--- config.mk ---
export PLATFORM = sky130hd
export DESIGN_NAME = scs_host_ctrl_flat
export DESIGN_NICKNAME = d
export VERILOG_FILES = /design/src/logic/scs_pkg.sv /design/src/logic/scs_link_if.sv /design/src/logic/scs_host_ctrl.sv /design/src/flat_wrapper.sv
export VERILOG_INCLUDE_DIRS = /design/src /design/src/logic
export SDC_FILE = /design/constraint.sdc
export NUM_CORES = 1
export LEC_CHECK = 0
export BUFFER_PORTS_ARGS = -buffer_cell sky130_fd_sc_hd__buf_2
export CAP_MARGIN = 20
export CORE_ASPECT_RATIO = 1.25
export CORE_MARGIN = 2
export CORE_UTILIZATION = 45
export DETAILED_ROUTE_END_ITERATION = 10
export PLACE_DENSITY = 0.66
export SLEW_MARGIN = 10
export SYNTH_ARGS = -nofsm -noshare
export SYNTH_HDL_FRONTEND = slang
export SYNTH_SLANG_ARGS = --single-unit
--- constraint.sdc ---
create_clock -name sys_clk -period 3.15 [get_ports sys_clk]
set_input_delay 0.315 -clock sys_clk [delete_from_list [all_inputs] [get_ports sys_clk]]
set_output_delay 0.315 -clock sys_clk [all_outputs]
set_load 0.02 [all_outputs]
--- src/logic/scs_regs.svh ---
// constants of the card supply sequencer: register map, fields, timing
// assumes a 40 MHz system clock on both ends
`ifndef SCS_REGS_SVH
`define SCS_REGS_SVH
// device supply control register and its fields
`define SCS_SUPPLY_CTRL_ADDR  5'h17
`define SCS_SUPPLY_CTRL_RESET 10'h000
`define SCS_SEL_BIT           0
`define SCS_REGEN_BIT         1
`define SCS_OK_BIT            2
`define SCS_SHIFT_BIT         3
// controller software registers
`define SCS_H_CTRL_ADDR       2'h0
`define SCS_H_STATUS_ADDR     2'h1
`define SCS_H_EVENT_ADDR      2'h2
`define SCS_H_MASK_ADDR       2'h3
`define SCS_H_CTRL_RESET      8'h00
`define SCS_H_MASK_RESET      3'h0
`define SCS_C_POWER_BIT       0
`define SCS_C_VOLT_BIT        1
`define SCS_C_SLEEP_BIT       2
`define SCS_C_CLKIDLE_BIT     3
`define SCS_C_RSTREL_BIT      4
`define SCS_E_READY_BIT       0
`define SCS_E_FAULT_BIT       1
`define SCS_E_OFF_BIT         2
// timing
`define SCS_CLK_MHZ           40
`define SCS_SETTLE_TIME_US    4000
`define SCS_SETTLE_CYC        (`SCS_SETTLE_TIME_US * `SCS_CLK_MHZ)
`define SCS_TIMEOUT_CYC       (2 * `SCS_SETTLE_CYC)
`define SCS_POLL_GAP_CYC      16
`define SCS_CARD_CLK_DIV      8
`endif

--- src/logic/scs_pkg.sv ---
// types shared by both ends of the card supply sequencer
// assumes scs_regs.svh supplies the numbers
package scs_pkg;
	typedef logic [9:0] scs_word_t;
	// controller sequence states, one-hot
	typedef enum logic [8:0] {
		SCS_IDLE  = 9'h001,
		SCS_SETUP = 9'h002,
		SCS_POLL  = 9'h004,
		SCS_RDREQ = 9'h008,
		SCS_CHECK = 9'h010,
		SCS_SHIFT = 9'h020,
		SCS_READY = 9'h040,
		SCS_OFF   = 9'h080,
		SCS_FAULT = 9'h100
	} scs_state_t;
endpackage

--- src/logic/scs_link_if.sv ---
// link between the supply device and its controlling baseband
// assumes both ends run on one sys_clk; data pin pulled up when released
`timescale 1ns/100ps
interface scs_link_if;
	logic [4:0] reg_addr;
	logic [9:0] reg_wdata;
	logic       reg_wr;
	logic       reg_rd;
	logic [9:0] reg_rdata;
	logic       host_card_clock_out;
	logic       host_card_reset_out;
	logic       host_card_power_ctrl;
	logic       host_data_o;
	logic       host_data_oe_n;
	logic       host_card_data_pin;
	logic       card_data_rx;
	// released pin rests high through the pull-up
	assign host_card_data_pin = host_data_oe_n | host_data_o;
	modport dev (
		input  reg_addr,
		input  reg_wdata,
		input  reg_wr,
		input  reg_rd,
		output reg_rdata,
		input  host_card_clock_out,
		input  host_card_reset_out,
		input  host_card_data_pin,
		output card_data_rx
	);
	modport host (
		output reg_addr,
		output reg_wdata,
		output reg_wr,
		output reg_rd,
		input  reg_rdata,
		output host_card_clock_out,
		output host_card_reset_out,
		output host_card_power_ctrl,
		output host_data_o,
		output host_data_oe_n,
		input  card_data_rx
	);
endinterface

--- src/logic/scs_host_ctrl.sv ---
// baseband end: sequences card supply bring-up, sleep and shutdown
// assumes software on a plain strobe port and the device on scs_link_if
//
// The strobed register port is this design's own decision.
`timescale 1ns/100ps
`include "scs_regs.svh"
// What this block and scs_supply_dev do
// (RQ1) voltage bit: one 2.9 V, zero 1.8 V
// (RQ2) regulator enable bit, read-write, resets zero
// (RQ3) read-only flag shows regulator in regulation
// (RQ4) shifter enable bit gates clock, reset, data
// (RQ5) regulator stays off after power-up
// (RQ6) host writes voltage and enable, then polls
// (RQ7) shifters enabled only after regulation flag set
// (RQ8) allow about 4 ms regulator settling
// (RQ9) shifters off drive card data low
// (RQ10) sleep keeps regulator and shifters enabled
// (RQ11) sleep holds card reset high
// (RQ12) sleep freezes card clock at chosen level
// (RQ13) sleep releases data pin to input
// (RQ14) sleep drives power control high
// (RQ15) no regulation within timeout reports supply fault
module scs_host_ctrl
	import scs_pkg::*;
#(
	parameter int TIMEOUT_CYC  = `SCS_TIMEOUT_CYC,
	parameter int POLL_GAP_CYC = `SCS_POLL_GAP_CYC,
	parameter int CLK_DIV      = `SCS_CARD_CLK_DIV
)
(
	input  wire logic   sys_clk,
	input  wire logic   rstn,
	input  wire logic   [1:0] sw_addr,
	input  wire logic   [7:0] sw_wdata,
	input  wire logic   sw_wr,
	input  wire logic   sw_rd,
	output logic        [8:0] sw_rdata,
	output logic        irq,
	input  wire logic   tx_low,
	output logic        rx_data,
	scs_link_if.host    link
);
	// ****************************************
	// software registers
	// ****************************************
	logic [7:0]  ctrl_reg;
	logic [2:0]  event_reg;
	logic [2:0]  event_next;
	logic [2:0]  mask_reg;
	logic [8:0]  rdata_reg;
	scs_state_t  st_reg;
	scs_state_t  st_next;
	logic [31:0] tmo_cnt_reg;
	logic [7:0]  gap_cnt_reg;
	logic [7:0]  div_cnt_reg;
	logic        clk_reg;
	logic        rst_reg;
	logic        drive_reg;
	logic        pwr_reg;
	logic [9:0]  wdata_reg;
	wire power_on = ctrl_reg[`SCS_C_POWER_BIT];
	wire volt_hi  = ctrl_reg[`SCS_C_VOLT_BIT];
	wire sleep    = ctrl_reg[`SCS_C_SLEEP_BIT] && st_reg == SCS_READY;
	wire clk_idle = ctrl_reg[`SCS_C_CLKIDLE_BIT];
	wire rst_rel  = ctrl_reg[`SCS_C_RSTREL_BIT];
	wire wr_ctrl  = sw_wr && sw_addr == `SCS_H_CTRL_ADDR;
	wire wr_mask  = sw_wr && sw_addr == `SCS_H_MASK_ADDR;
	wire rd_event = sw_rd && sw_addr == `SCS_H_EVENT_ADDR;
	wire ok_seen  = link.reg_rdata[`SCS_OK_BIT];
	wire timed_out = tmo_cnt_reg >= 32'(TIMEOUT_CYC);
	wire gap_done  = gap_cnt_reg >= 8'(POLL_GAP_CYC - 1);
	wire div_tick  = div_cnt_reg >= 8'(CLK_DIV / 2 - 1);

	// register read selection
	wire [8:0] rd_sel =
		(sw_addr == `SCS_H_CTRL_ADDR)   ? {1'b0, ctrl_reg} :
		(sw_addr == `SCS_H_STATUS_ADDR) ? st_reg :
		(sw_addr == `SCS_H_EVENT_ADDR)  ? {6'h00, event_reg} :
		                                  {6'h00, mask_reg};

	// events raised on entry to ready and fault, and on shutdown through off
	wire [2:0] ev_set = {
		st_reg == SCS_OFF,
		st_reg != SCS_FAULT && st_next == SCS_FAULT,
		st_reg != SCS_READY && st_next == SCS_READY};

	// a set in the clearing read wins so no event is lost
	assign event_next = (rd_event ? 3'h0 : event_reg) | ev_set;
	assign irq        = |(event_reg & mask_reg);
	assign sw_rdata   = rdata_reg;

	// software register writes and reads
	always_ff @(posedge sys_clk)
	begin
		if (!rstn)
		begin
			ctrl_reg  <= `SCS_H_CTRL_RESET;
			mask_reg  <= `SCS_H_MASK_RESET;
			event_reg <= 3'h0;
			rdata_reg <= 9'h000;
		end
		else
		begin
			if (wr_ctrl)
				ctrl_reg <= sw_wdata;
			if (wr_mask)
				mask_reg <= sw_wdata[2:0];
			event_reg <= event_next;
			rdata_reg <= sw_rd ? rd_sel : 9'h000;
		end
	end

	// ****************************************
	// supply sequence
	// ****************************************
	// device bus: strobes decoded from state, data from flops
	assign link.reg_addr  = `SCS_SUPPLY_CTRL_ADDR;
	assign link.reg_wr    = st_reg == SCS_SETUP || st_reg == SCS_SHIFT
		|| st_reg == SCS_OFF;
	assign link.reg_rd    = st_reg == SCS_RDREQ;
	assign link.reg_wdata = wdata_reg;

	// next state
	always_comb
	begin
		st_next = st_reg;
		case (st_reg)
			SCS_IDLE:
				if (power_on)
					st_next = SCS_SETUP;
			SCS_SETUP:
				st_next = SCS_POLL;                 // voltage and enable written [RQ6]
			SCS_POLL:
				if (timed_out)
					st_next = SCS_FAULT;            // [RQ15]
				else if (gap_done)
					st_next = SCS_RDREQ;
			SCS_RDREQ:
				st_next = SCS_CHECK;
			SCS_CHECK:
				if (ok_seen)
					st_next = SCS_SHIFT;            // shifters only after regulation [RQ7]
				else
					st_next = SCS_POLL;             // keep polling through settling [RQ8]
			SCS_SHIFT:
				st_next = SCS_READY;
			SCS_READY:
				if (!power_on && !sleep)
					st_next = SCS_OFF;              // supply never dropped in sleep [RQ10]
			SCS_OFF:
				st_next = SCS_IDLE;
			SCS_FAULT:
				if (!power_on)
					st_next = SCS_IDLE;
			default:
				st_next = SCS_IDLE;
		endcase
	end

	// state, settle timeout and poll spacing
	always_ff @(posedge sys_clk)
	begin
		if (!rstn)
		begin
			st_reg      <= SCS_IDLE;
			tmo_cnt_reg <= 32'h0000_0000;
			gap_cnt_reg <= 8'h00;
		end
		else
		begin
			st_reg      <= st_next;
			tmo_cnt_reg <= (st_reg == SCS_IDLE) ? 32'h0000_0000 : tmo_cnt_reg + 32'h0000_0001;
			gap_cnt_reg <= (st_reg == SCS_POLL) ? gap_cnt_reg + 8'h01 : 8'h00;
		end
	end

	// write data set up as each write state is entered
	always_ff @(posedge sys_clk)
	begin
		if (!rstn)
			wdata_reg <= 10'h000;
		else if (st_next == SCS_SETUP)
			wdata_reg <= 10'((volt_hi << `SCS_SEL_BIT) | (1 << `SCS_REGEN_BIT)); // [RQ6]
		else if (st_next == SCS_SHIFT)
			wdata_reg <= wdata_reg | 10'(1 << `SCS_SHIFT_BIT);                   // [RQ7]
		else if (st_next == SCS_OFF)
			wdata_reg <= 10'h000;
	end

	// a fault leaves the regulator on; software clears power_on to reset
	// the sequence and a later bring-up rewrites the device anyway

	// ****************************************
	// card pins
	// ****************************************
	// card clock divider; slower rate is an enable pulse only
	always_ff @(posedge sys_clk)
	begin
		if (!rstn)
			div_cnt_reg <= 8'h00;
		else
			div_cnt_reg <= div_tick ? 8'h00 : div_cnt_reg + 8'h01;
	end

	// pin levels; sleep overrides everything the card sees
	always_ff @(posedge sys_clk)
	begin
		if (!rstn)
		begin
			clk_reg   <= 1'b0;
			rst_reg   <= 1'b0;
			drive_reg <= 1'b0;
			pwr_reg   <= 1'b0;
			rx_data   <= 1'b1;
		end
		else
		begin
			if (sleep)
				clk_reg <= clk_idle;                // frozen at card's level [RQ12]
			else if (st_reg != SCS_READY)
				clk_reg <= 1'b0;
			else if (div_tick)
				clk_reg <= ~clk_reg;
			rst_reg   <= sleep | (st_reg == SCS_READY && rst_rel); // inactive high [RQ11]
			drive_reg <= !sleep && st_reg == SCS_READY && tx_low;  // input in sleep [RQ13]
			pwr_reg   <= sleep | (st_reg != SCS_IDLE && st_reg != SCS_FAULT); // [RQ14]
			rx_data   <= link.card_data_rx;
		end
	end

	assign link.host_card_clock_out  = clk_reg;
	assign link.host_card_reset_out  = rst_reg;
	assign link.host_card_power_ctrl = pwr_reg;
	assign link.host_data_o          = 1'b0;
	assign link.host_data_oe_n       = ~drive_reg;
endmodule

--- src/flat_wrapper.sv ---
// flat-port wrapper written by rule: the top's interface ports become plain ports
module scs_host_ctrl_flat import scs_pkg::*;
#(
	parameter int TIMEOUT_CYC  = `SCS_TIMEOUT_CYC,
	parameter int POLL_GAP_CYC = `SCS_POLL_GAP_CYC,
	parameter int CLK_DIV      = `SCS_CARD_CLK_DIV
)
  (sys_clk, rstn, sw_addr, sw_wdata, sw_wr, sw_rd, sw_rdata, irq, tx_low, rx_data, link_reg_addr, link_reg_wdata, link_reg_wr, link_reg_rd, link_reg_rdata, link_host_card_clock_out, link_host_card_reset_out, link_host_card_power_ctrl, link_host_data_o, link_host_data_oe_n, link_card_data_rx);
  scs_link_if link_i ();
  input  wire logic sys_clk;
  input  wire logic rstn;
  input  wire logic   [1:0] sw_addr;
  input  wire logic   [7:0] sw_wdata;
  input  wire logic sw_wr;
  input  wire logic sw_rd;
  output logic        [8:0] sw_rdata;
  output logic irq;
  input  wire logic tx_low;
  output logic rx_data;
  output wire logic [$bits(link_i.reg_addr)-1:0] link_reg_addr;
  output wire logic [$bits(link_i.reg_wdata)-1:0] link_reg_wdata;
  output wire logic [$bits(link_i.reg_wr)-1:0] link_reg_wr;
  output wire logic [$bits(link_i.reg_rd)-1:0] link_reg_rd;
  input wire logic [$bits(link_i.reg_rdata)-1:0] link_reg_rdata;
  output wire logic [$bits(link_i.host_card_clock_out)-1:0] link_host_card_clock_out;
  output wire logic [$bits(link_i.host_card_reset_out)-1:0] link_host_card_reset_out;
  output wire logic [$bits(link_i.host_card_power_ctrl)-1:0] link_host_card_power_ctrl;
  output wire logic [$bits(link_i.host_data_o)-1:0] link_host_data_o;
  output wire logic [$bits(link_i.host_data_oe_n)-1:0] link_host_data_oe_n;
  input wire logic [$bits(link_i.card_data_rx)-1:0] link_card_data_rx;
  assign link_reg_addr = link_i.reg_addr;
  assign link_reg_wdata = link_i.reg_wdata;
  assign link_reg_wr = link_i.reg_wr;
  assign link_reg_rd = link_i.reg_rd;
  assign link_i.reg_rdata = link_reg_rdata;
  assign link_host_card_clock_out = link_i.host_card_clock_out;
  assign link_host_card_reset_out = link_i.host_card_reset_out;
  assign link_host_card_power_ctrl = link_i.host_card_power_ctrl;
  assign link_host_data_o = link_i.host_data_o;
  assign link_host_data_oe_n = link_i.host_data_oe_n;
  assign link_i.card_data_rx = link_card_data_rx;
  scs_host_ctrl #(.TIMEOUT_CYC(TIMEOUT_CYC), .POLL_GAP_CYC(POLL_GAP_CYC), .CLK_DIV(CLK_DIV)) u_core (.sys_clk(sys_clk), .rstn(rstn), .sw_addr(sw_addr), .sw_wdata(sw_wdata), .sw_wr(sw_wr), .sw_rd(sw_rd), .sw_rdata(sw_rdata), .irq(irq), .tx_low(tx_low), .rx_data(rx_data), .link(link_i));
endmodule
==> flow_summary.json, run 1 <==
{
  "top_layer": "met4",
  "post_cts_buffers": 0,
  "synth_top_cell_by_area": "dfxtp_1",
  "fp-row-count": 37,
  "synth_ff_type": "dfxtp_1",
  "slew_viol_final": 0,
  "met3_wirelength_um": 268,
  "path_clk_slew_ns": 0.08,
  "path_cells": "nor4_2 > and2_1 > nand4b_1 > nand3_1 > buf_2",
  "synth_edf_count": 0,
  "worst_setup_path_end_kind": "output pin",
  "place_congestion": 0.864,
  "dieWidth_um": 86.2,
  "drive_gt1_frac": 0.149,
  "ys_seq_area_frac": 0.463,
  "fp.coreArea_sq_mm": 0.00824,
  "crit_type": "flop to output pin",
  "drv_cap": 0,
  "routed_wl_um": 7060,
  "htreeDepth": 3,
  "tns_ns": 0,
  "largest_reg_flops": 32,
  "power.density_mw_per_mm2": 467,
  "vias_per_cell": 5.13,
  "cts_tree": "done",
  "final_common_cell": "dfxtp_1",
  "drt_iter0_drc": 115,
  "ys_ff_latch": 88,
  "cp-start-kind": "flop",
  "yosys-top-cells-area": "dfxtp_1, xor2_1, nor2_1",
  "antenna_found_initial": 0,
  "synthCells": 412,
  "placed_cells": 537,
  "synth-async-reset-ratio": 0,
  "peakVddDrop_v": 0.000279,
  "grt_pass1_vias": 2637,
  "numCtsBuffers": 9,
  "slew_headroom": 0.508,
  "final_antenna_net_count": 0,
  "grt_usage": 0.167,
  "p_leak_nw": 1.65,
  "rsz0062_at_grt": "no",
  "synth_top_area_frac": 0.463,
  "cts.sinks": 88,
  "n_fill_cell": 806,
  "skew_ns": 0.0124,
  "worst_path_max_delay_cell": "nor4_2",
  "antenna_cells": 0,
  "met2_length_um": 3500,
  "place_hpwl_um": 5130,
  "drcViolationCount": 0,
  "critical-path-max-stage-delay_ns": 0.42,
  "critPathArrivalTime_ns": 1.92,
  "ys_types": 51,
  "die-area_sq_mm": 0.00921,
  "clock-root-buffer": "clkbuf_8",
  "die_h_um": 107,
  "io_pins": 59,
  "syn_to_final_growth_pct": 9.67,
  "met1Wirelength_um": 3150,
  "cts-resized-gates": 0,
  "synth_area_per_cell_sq_um": 9.23,
  "syn_area_sq_mm": 0.00380,
  "status": "finished clean",
  "start_util": 0.461,
  "portBuffers": 36,
  "grt_max_degree": 32,
  "wire_per_inst_um": 12.8,
  "clk_path_buf_depth": 2,
  "finalHoldViolCount": 0,
  "clock_latency_ns": 0.36,
  "fin_crit_sh": 0.708,
  "vias": 2831,
  "firstDrtPassIters": 4,
  "mostFrequentLayoutCells": "dfxtp_1, nor2_1, buf_2",
  "min_path_type": "primary input to flop",
  "layout.nets": 481,
  "cp.required_ns": 2.83,
  "setup_viol": 0,
  "min_period_ns": 2.23,
  "gr-total-overflow": 0,
  "crit_fanout": 8,
  "holdBufCountCts": 0,
  "grt_pass1_wl_um": 12000,
  "worst_pin_slew_ns": 0.732,
  "final_cells": 552,
  "yosys_warnings": 0,
  "fmax_mhz": 448
}
synth_stat cells (2+ instances only):
cell and number:
nand3b_1 3, and2_1 5, nand2b_1 2, mux4_2 3, nand2_1 25, dfxtp_1 88
o21ai_0 9, nor4_1 8, nor4_2 2, nor2_1 67, mux2i_1 16, buf_2 6
nor2_2 4, xor2_1 30, nand4_1 10, a21oi_1 12, xnor2_1 9, nor3_1 8
inv_1 9, clkbuf_1 4, ha_1 4, nor2b_1 2, nor4b_1 3, and3_1 14
buf_4 16, and4_1 2, nand3_1 26, conb_1 2
critical path, delay by kind of cell (launching register included):
kind	cells	cell delay (ns)
AND/OR/NAND/NOR	4	0.99
buffers and inverters	1	0.17
flip-flops	1	0.39
power breakdown:
part,switching (mW),internal [mW]
Sequential,0.0170,1.13
Clock,0.369,0.303
Combinational,0.0803,0.0473
Total,0.466,1.48
layer usage:
layer | track usage | up-vias
met5 | 0 | -
met4 | 0.0804 | 0
met3 | 0.0431 | 10
met2 | 0.279 | 45
met1 | 0.197 | 1321
li1 | - | 1455
path summary, 6_finish.rpt:
kind | slack [ns] | start | to | cells after the start
max | 0.92 | u_core.st_reg[8]$_SDFF_PN0_ | link_reg_wr | 5
min | 0.14 | link_card_data_rx | u_core.rx_data$_SDFF_PN1_ | 2
max reg2reg | 1.26 | u_core.tmo_cnt_reg[9]$_SDFF_PP0_ | u_core.tmo_cnt_reg[30]$_SDFF_PP0_ | 5
min reg2reg | 0.41 | u_core.div_cnt_reg[0]$_SDFF_PP0_ | u_core.div_cnt_reg[0]$_SDFF_PP0_ | 1
stage by stage:
step                      worst slack (ns)  hold slack [ns]   util  power [mW]  instance area [sq um]
after floorplan                       1.52            0.396      -        1.28                   3870
after global placement                1.29            0.408  0.486        1.30                   4010
after detailed placement              1.26            0.410  0.486        1.30                   4010
after CTS                            0.909            0.125  0.506        1.97                   4170
after global routing                 0.734            0.149  0.506        2.03                   4170
final                                0.918            0.143  0.506        1.95                   4170
cells by family after synthesis:
logic type,synth area share
flops,0.463
mux,0.0599
other cells,0.00198
buf+inv,0.0563
xor+xnor,0.0898
fa+ha+maj,0.0132
compound gates,0.0457
simple gates,0.270
layout make-up:
class / count / area [sq um] / area share
timing repair buffer: 38 / 195 / 0.0468
tap: 97 / 121 / 0.0291
multi-input combinational: 304 / 1890 / 0.453
clock inverter: 3 / 18.8 / 0.00450
inverter: 10 / 37.5 / 0.00900
clock buffer: 12 / 145 / 0.0348
sequential: 88 / 1760 / 0.422
No activity file was read; power rests on OpenSTA's default activity.
==> inputs of run 2 (changes only) <==
clock period = 2.3 ns   (was 3.15 ns; I/O delays follow)
==> run 2 against run 1 <==
  * Clock skew decreased by 0.0020 ns
  * Global-route usage increased by 0.50 points
  * Sequential share of layout area decreased by 0.43 points
  * Largest cell class unchanged
  * Critical endpoint unchanged
  * Largest power group unchanged
  * Wire length increased by 3.2%
  * Clock power increased by 59%
  * Utilization increased by 0.52 points
  * Critical path depth unchanged
==> flow_summary.json, run 2 (synthesis results as in run 1) <==
{
  "status": "finished clean",
  "firstDrtPassIters": 4,
  "cp-start-kind": "flop",
  "rsz0062_at_grt": "no",
  "worst_path_max_delay_cell": "nor4_2",
  "clock-root-buffer": "clkbuf_8",
  "drcViolationCount": 0,
  "clock_latency_ns": 0.36,
  "cp.required_ns": 2.07,
  "worst_setup_path_end_kind": "output pin",
  "timing.rr.start": "u_core.st_reg[3]$_SDFF_PN0_",
  "critPathArrivalTime_ns": 1.94,
  "die_h_um": 107,
  "place_congestion": 0.870,
  "setup_viol": 0,
  "critical-path-max-stage-delay_ns": 0.43,
  "clk_path_buf_depth": 2,
  "power.density_mw_per_mm2": 668,
  "crit_fanout": 8,
  "peakVddDrop_v": 0.000368,
  "holdPathEnd": "u_core.rx_data$_SDFF_PN1_",
  "antenna_cells": 0,
  "cts-resized-gates": 0,
  "path_cells": "nor4_2 > and2_1 > nand4b_1 > nand3_1 > buf_2",
  "post_cts_buffers": 0,
  "fp-row-count": 37,
  "fin_ws_ns": 0.134,
  "grt_pass1_wl_um": 12500,
  "slew_headroom": 0.638,
  "place_hpwl_um": 5200,
  "fmax_mhz": 462,
  "min_period_ns": 2.17,
  "io_pins": 59,
  "vias_per_cell": 5.17,
  "drive_gt1_frac": 0.153,
  "finalHoldViolCount": 0,
  "cts.sinks": 88,
  "worst_pin_slew_ns": 0.540,
  "min_path_cells": 2,
  "numCtsBuffers": 9,
  "min_from": "link_card_data_rx",
  "reg2reg_slack_ns": 0.47,
  "vias": 2865,
  "fin_crit_sh": 0.942,
  "largest_reg_flops": 32,
  "start_util": 0.461,
  "antenna_found_initial": 0,
  "cts_tree": "done",
  "min_path_type": "primary input to flop",
  "drv_cap": 0,
  "portBuffers": 36,
  "grt_pass1_vias": 2730,
  "gr-total-overflow": 0,
  "die-area_sq_mm": 0.00921,
  "skew_ns": 0.0104,
  "grt_max_degree": 32,
  "htreeDepth": 3,
  "p_leak_nw": 1.67,
  "final_antenna_net_count": 0,
  "mostFrequentLayoutCells": "dfxtp_1, nor2_1, buf_2",
  "path_clk_slew_ns": 0.08,
  "fp.coreArea_sq_mm": 0.00824,
  "dieWidth_um": 86.2,
  "r2r_end": "u_core.tmo_cnt_reg[8]$_SDFF_PP0_",
  "holdBufCountCts": 0,
  "wire_per_inst_um": 13.2,
  "drt_iter0_drc": 167,
  "rr_worst_depth": 6,
  "tns_ns": 0,
  "routed_wl_um": 7290,
  "layout.nets": 482,
  "fin_util": 0.511,
  "syn_to_final_growth_pct": 10.8,
  "power.total_mw": 2.81,
  "grt_usage": 0.172,
  "final_common_cell": "dfxtp_1",
  "dp_slack_ns": 0.471,
  "slew_viol_final": 0,
  "crit_type": "flop to output pin"
}
run 2: changes by cell type in the layout (fill, tap and decap cells not counted):
cell / change
buf_4: +1
bufinv_16: +1
clkbuf_8: +1
clkinv_4: -1
run 2: report_power, final:
part / internal [mW] / leakage, nW / total, mW / switching, mW
Combinational: 0.0646 / 0.854 / 0.176 / 0.111
Sequential: 1.55 / 0.712 / 1.57 / 0.0234
Clock: 0.559 / 0.103 / 1.07 / 0.510
Total: 2.17 / 1.67 / 2.81 / 0.645
run 2: area by class of cell:
cell class / count / area (sq um)
inverter: 10 / 37.5
timing repair buffer: 39 / 203
clock inverter: 3 / 40.0
sequential: 88 / 1760
tap: 97 / 121
clock buffer: 13 / 159
fill: 770 / 4030
multi-input combinational: 304 / 1890
run 2: worst max path at each step:
stage                                                start                                            to  slack, ns  cells after the start
final                          u_core.st_reg[8]$_SDFF_PN0_                                   link_reg_wr       0.13                      5
after floorplan           u_core.div_cnt_reg[0]$_SDFF_PP0_  u_core.link.host_card_clock_out$_SDFFE_PN0P_       0.73                      6
after global routing           u_core.st_reg[8]$_SDFF_PN0_                                   link_reg_wr       0.02                      5
after detailed placement       u_core.st_reg[3]$_SDFF_PN0_             u_core.tmo_cnt_reg[26]$_SDFF_PP0_       0.47                      6
after CTS                      u_core.st_reg[8]$_SDFF_PN0_                                   link_reg_wr       0.17                      5
after global placement         u_core.st_reg[3]$_SDFF_PN0_              u_core.tmo_cnt_reg[9]$_SDFF_PP0_       0.48                      6
run 2: layer usage:
| layer | part of all wire | global-route usage |
|---|---|---|
| met1 | 0.44 | 0.205 |
| met2 | 0.50 | 0.293 |
| met3 | 0.032 | 0.0254 |
| met4 | 0.025 | 0.0938 |
| met5 | 0 | 0 |
run 2: stage by stage:
step,instance area [sq um],std cells,hold slack (ns)
floorplan,3870,429,0.331
global placement,4010,538,0.407
detailed placement,4010,538,0.413
CTS,4210,554,0.0415
global route,4210,554,0.0554
finish,4210,554,0.0578
run 2: worst max-delay path, delay by kind of cell (launching register included):
family	cells	cell delay [ns]
buf+inv	1	0.17
flops	1	0.41
simple gates	4	0.99
==> inputs of run 3 (changes only) <==
CORE_ASPECT_RATIO = unset   (was 1.25)
CORE_MARGIN = 4   (was 2)
==> run 3 against run 2 <==
  * Worst setup slack improved by 0.038 ns
  * Critical path depth unchanged
  * Utilization increased by 0.45 points
  * Final cell count increased by 1.6%
  * Sequential share of layout area decreased by 0.25 points
  * Register-to-register slack got worse by 0.06 ns
  * Cell area increased by 0.59%
  * Hold slack improved by 0.0028 ns
  * Sequential power about the same
  * Largest power group unchanged
==> flow_summary.json, run 3 (synthesis results as in run 1) <==
{
  "status": "finished clean",
  "min_path_type": "primary input to flop",
  "placed_cells": 547,
  "grt_usage": 0.159,
  "cp-start-kind": "flop",
  "final_cells": 563,
  "path_cells": "nor4_2 > and2_1 > nand4b_1 > nand3_1 > buf_2",
  "cp.required_ns": 2.07,
  "final_common_cell": "dfxtp_1",
  "vias": 2818,
  "io_pins": 59,
  "tns_ns": 0,
  "layout.nets": 483,
  "die-area_sq_mm": 0.00998,
  "portBuffers": 36,
  "setup_viol": 0,
  "dieWidth_um": 99.9,
  "cts.sinks": 88,
  "worst_pin_slew_ns": 0.561,
  "n_fill_cell": 770,
  "drt_iter0_drc": 117,
  "rsz0062_at_grt": "no",
  "critPathArrivalTime_ns": 1.90,
  "syn_to_final_growth_pct": 11.5,
  "htreeDepth": 3,
  "fin_crit_sh": 0.925,
  "worst_path_max_delay_cell": "nor4_2",
  "slew_headroom": 0.623,
  "start_util": 0.463,
  "peakVddDrop_v": 0.000391,
  "slew_viol_final": 0,
  "antenna_found_initial": 0,
  "whs_ns": 0.0606,
  "final_antenna_net_count": 0,
  "cp_num_cells": 5,
  "skew_ns": 0.00763,
  "multi_input_area_sq_mm": 0.00189,
  "reg2reg_slack_ns": 0.41,
  "fmax_mhz": 470,
  "grt_pass1_wl_um": 12800,
  "largest_reg_flops": 32,
  "die_h_um": 99.9,
  "r2r_end": "u_core.st_reg[0]$_SDFF_PN1_",
  "drive_gt1_frac": 0.159,
  "crit_buf_inv": 1,
  "p_leak_nw": 1.67,
  "critical-path-max-stage-delay_ns": 0.44,
  "gr-total-overflow": 0,
  "clock_latency_ns": 0.35,
  "vias_per_cell": 5.01,
  "drv_cap": 0,
  "final_area_sq_mm": 0.00424,
  "place_congestion": 0.794,
  "grt_max_degree": 32,
  "crit_type": "flop to output pin",
  "clk_path_buf_depth": 2,
  "place_hpwl_um": 5270,
  "mostFrequentLayoutCells": "dfxtp_1, nor2_1, buf_2",
  "drcViolationCount": 0,
  "holdBufCountCts": 0,
  "crit_fanout": 8,
  "rr_worst_depth": 5,
  "min_path_cells": 2,
  "holdPathEnd": "u_core.rx_data$_SDFF_PN1_",
  "finalHoldViolCount": 0,
  "crit_family": "simple AND/OR/NAND/NOR gates",
  "antenna_cells": 0,
  "path_clk_slew_ns": 0.08,
  "clock-root-buffer": "clkbuf_8",
  "post_cts_buffers": 0,
  "min_from": "link_card_data_rx",
  "cts-resized-gates": 0,
  "cts_tree": "done",
  "timing.rr.start": "u_core.tmo_cnt_reg[29]$_SDFF_PP0_",
  "regArea_sq_mm": 0.00176,
  "worst_setup_path_end_kind": "output pin",
  "power.density_mw_per_mm2": 672,
  "fp.coreArea_sq_mm": 0.00822,
  "fp-row-count": 33,
  "min_period_ns": 2.13,
  "grt_pass1_vias": 2720,
  "placed_area_sq_mm": 0.00403,
  "numCtsBuffers": 9,
  "firstDrtPassIters": 4,
  "routed_wl_um": 7440,
  "wire_per_inst_um": 13.2
}
[run 3: changes by cell type in the layout (fill, tap and decap cells not counted)]
cell,before,now
clkinvlp_4,0,2
clkbuf_1,2,0
buf_4,3,4
[run 3: metrics by stage]
step | setup slack, ns | util | power, mW
2_1_floorplan | 0.727 | - | 1.75
3_3_place_gp | 0.461 | 0.491 | 1.78
3_5_place_dp | 0.459 | 0.491 | 1.78
4_1_cts | 0.172 | 0.516 | 2.87
5_1_grt | 0.0286 | 0.516 | 2.96
6_report | 0.172 | 0.516 | 2.85
[run 3: report_power, final]
part           total (mW)  internal [mW]  leakage [nW]  switching, mW
registers            1.57           1.55         0.712         0.0237
clock network        1.10          0.558         0.101          0.542
logic               0.179         0.0658         0.859          0.113
[run 3: layout make-up]
| type | count | share of cell area |
|---|---|---|
| multi-input combinational | 304 | 0.446 |
| sequential | 88 | 0.416 |
| timing repair buffer | 40 | 0.0496 |
| clock buffer | 11 | 0.0357 |
| tap | 105 | 0.0310 |
| clock inverter | 5 | 0.0130 |
| inverter | 10 | 0.00886 |
[run 3: worst reg2reg max path, cell delays in order (launching register included)]
cell and delay (ns):
dfxtp_1 0.35, nor4_1 0.41, o211ai_1 0.25, nor4_1 0.52, a211oi_1 0.12, o211ai_2 0.17
[run 3: worst max-delay path by stage]
| stage | from | endpoint | slack [ns] |
|---|---|---|---|
| global placement | u_core.tmo_cnt_reg[29]$_SDFF_PP0_ | u_core.st_reg[0]$_SDFF_PN1_ | 0.46 |
| global route | u_core.st_reg[0]$_SDFF_PN1_ | link_reg_wr | 0.03 |
| floorplan | u_core.div_cnt_reg[0]$_SDFF_PP0_ | u_core.link.host_card_clock_out$_SDFFE_PN0P_ | 0.73 |
| CTS | u_core.st_reg[8]$_SDFF_PN0_ | link_reg_wr | 0.17 |
| detailed placement | u_core.tmo_cnt_reg[29]$_SDFF_PP0_ | u_core.st_reg[0]$_SDFF_PN1_ | 0.46 |
| finish | u_core.st_reg[8]$_SDFF_PN0_ | link_reg_wr | 0.17 |
[run 3: routing by layer]
layer / track usage / vias up / routed length [um]
met1: 0.214 / 1312 / 3630
met5: 0 / - / 0
met3: 0.0299 / 9 / 230
met2: 0.254 / 41 / 3470
met4: 0.0599 / 0 / 108
li1: - / 1456 / -
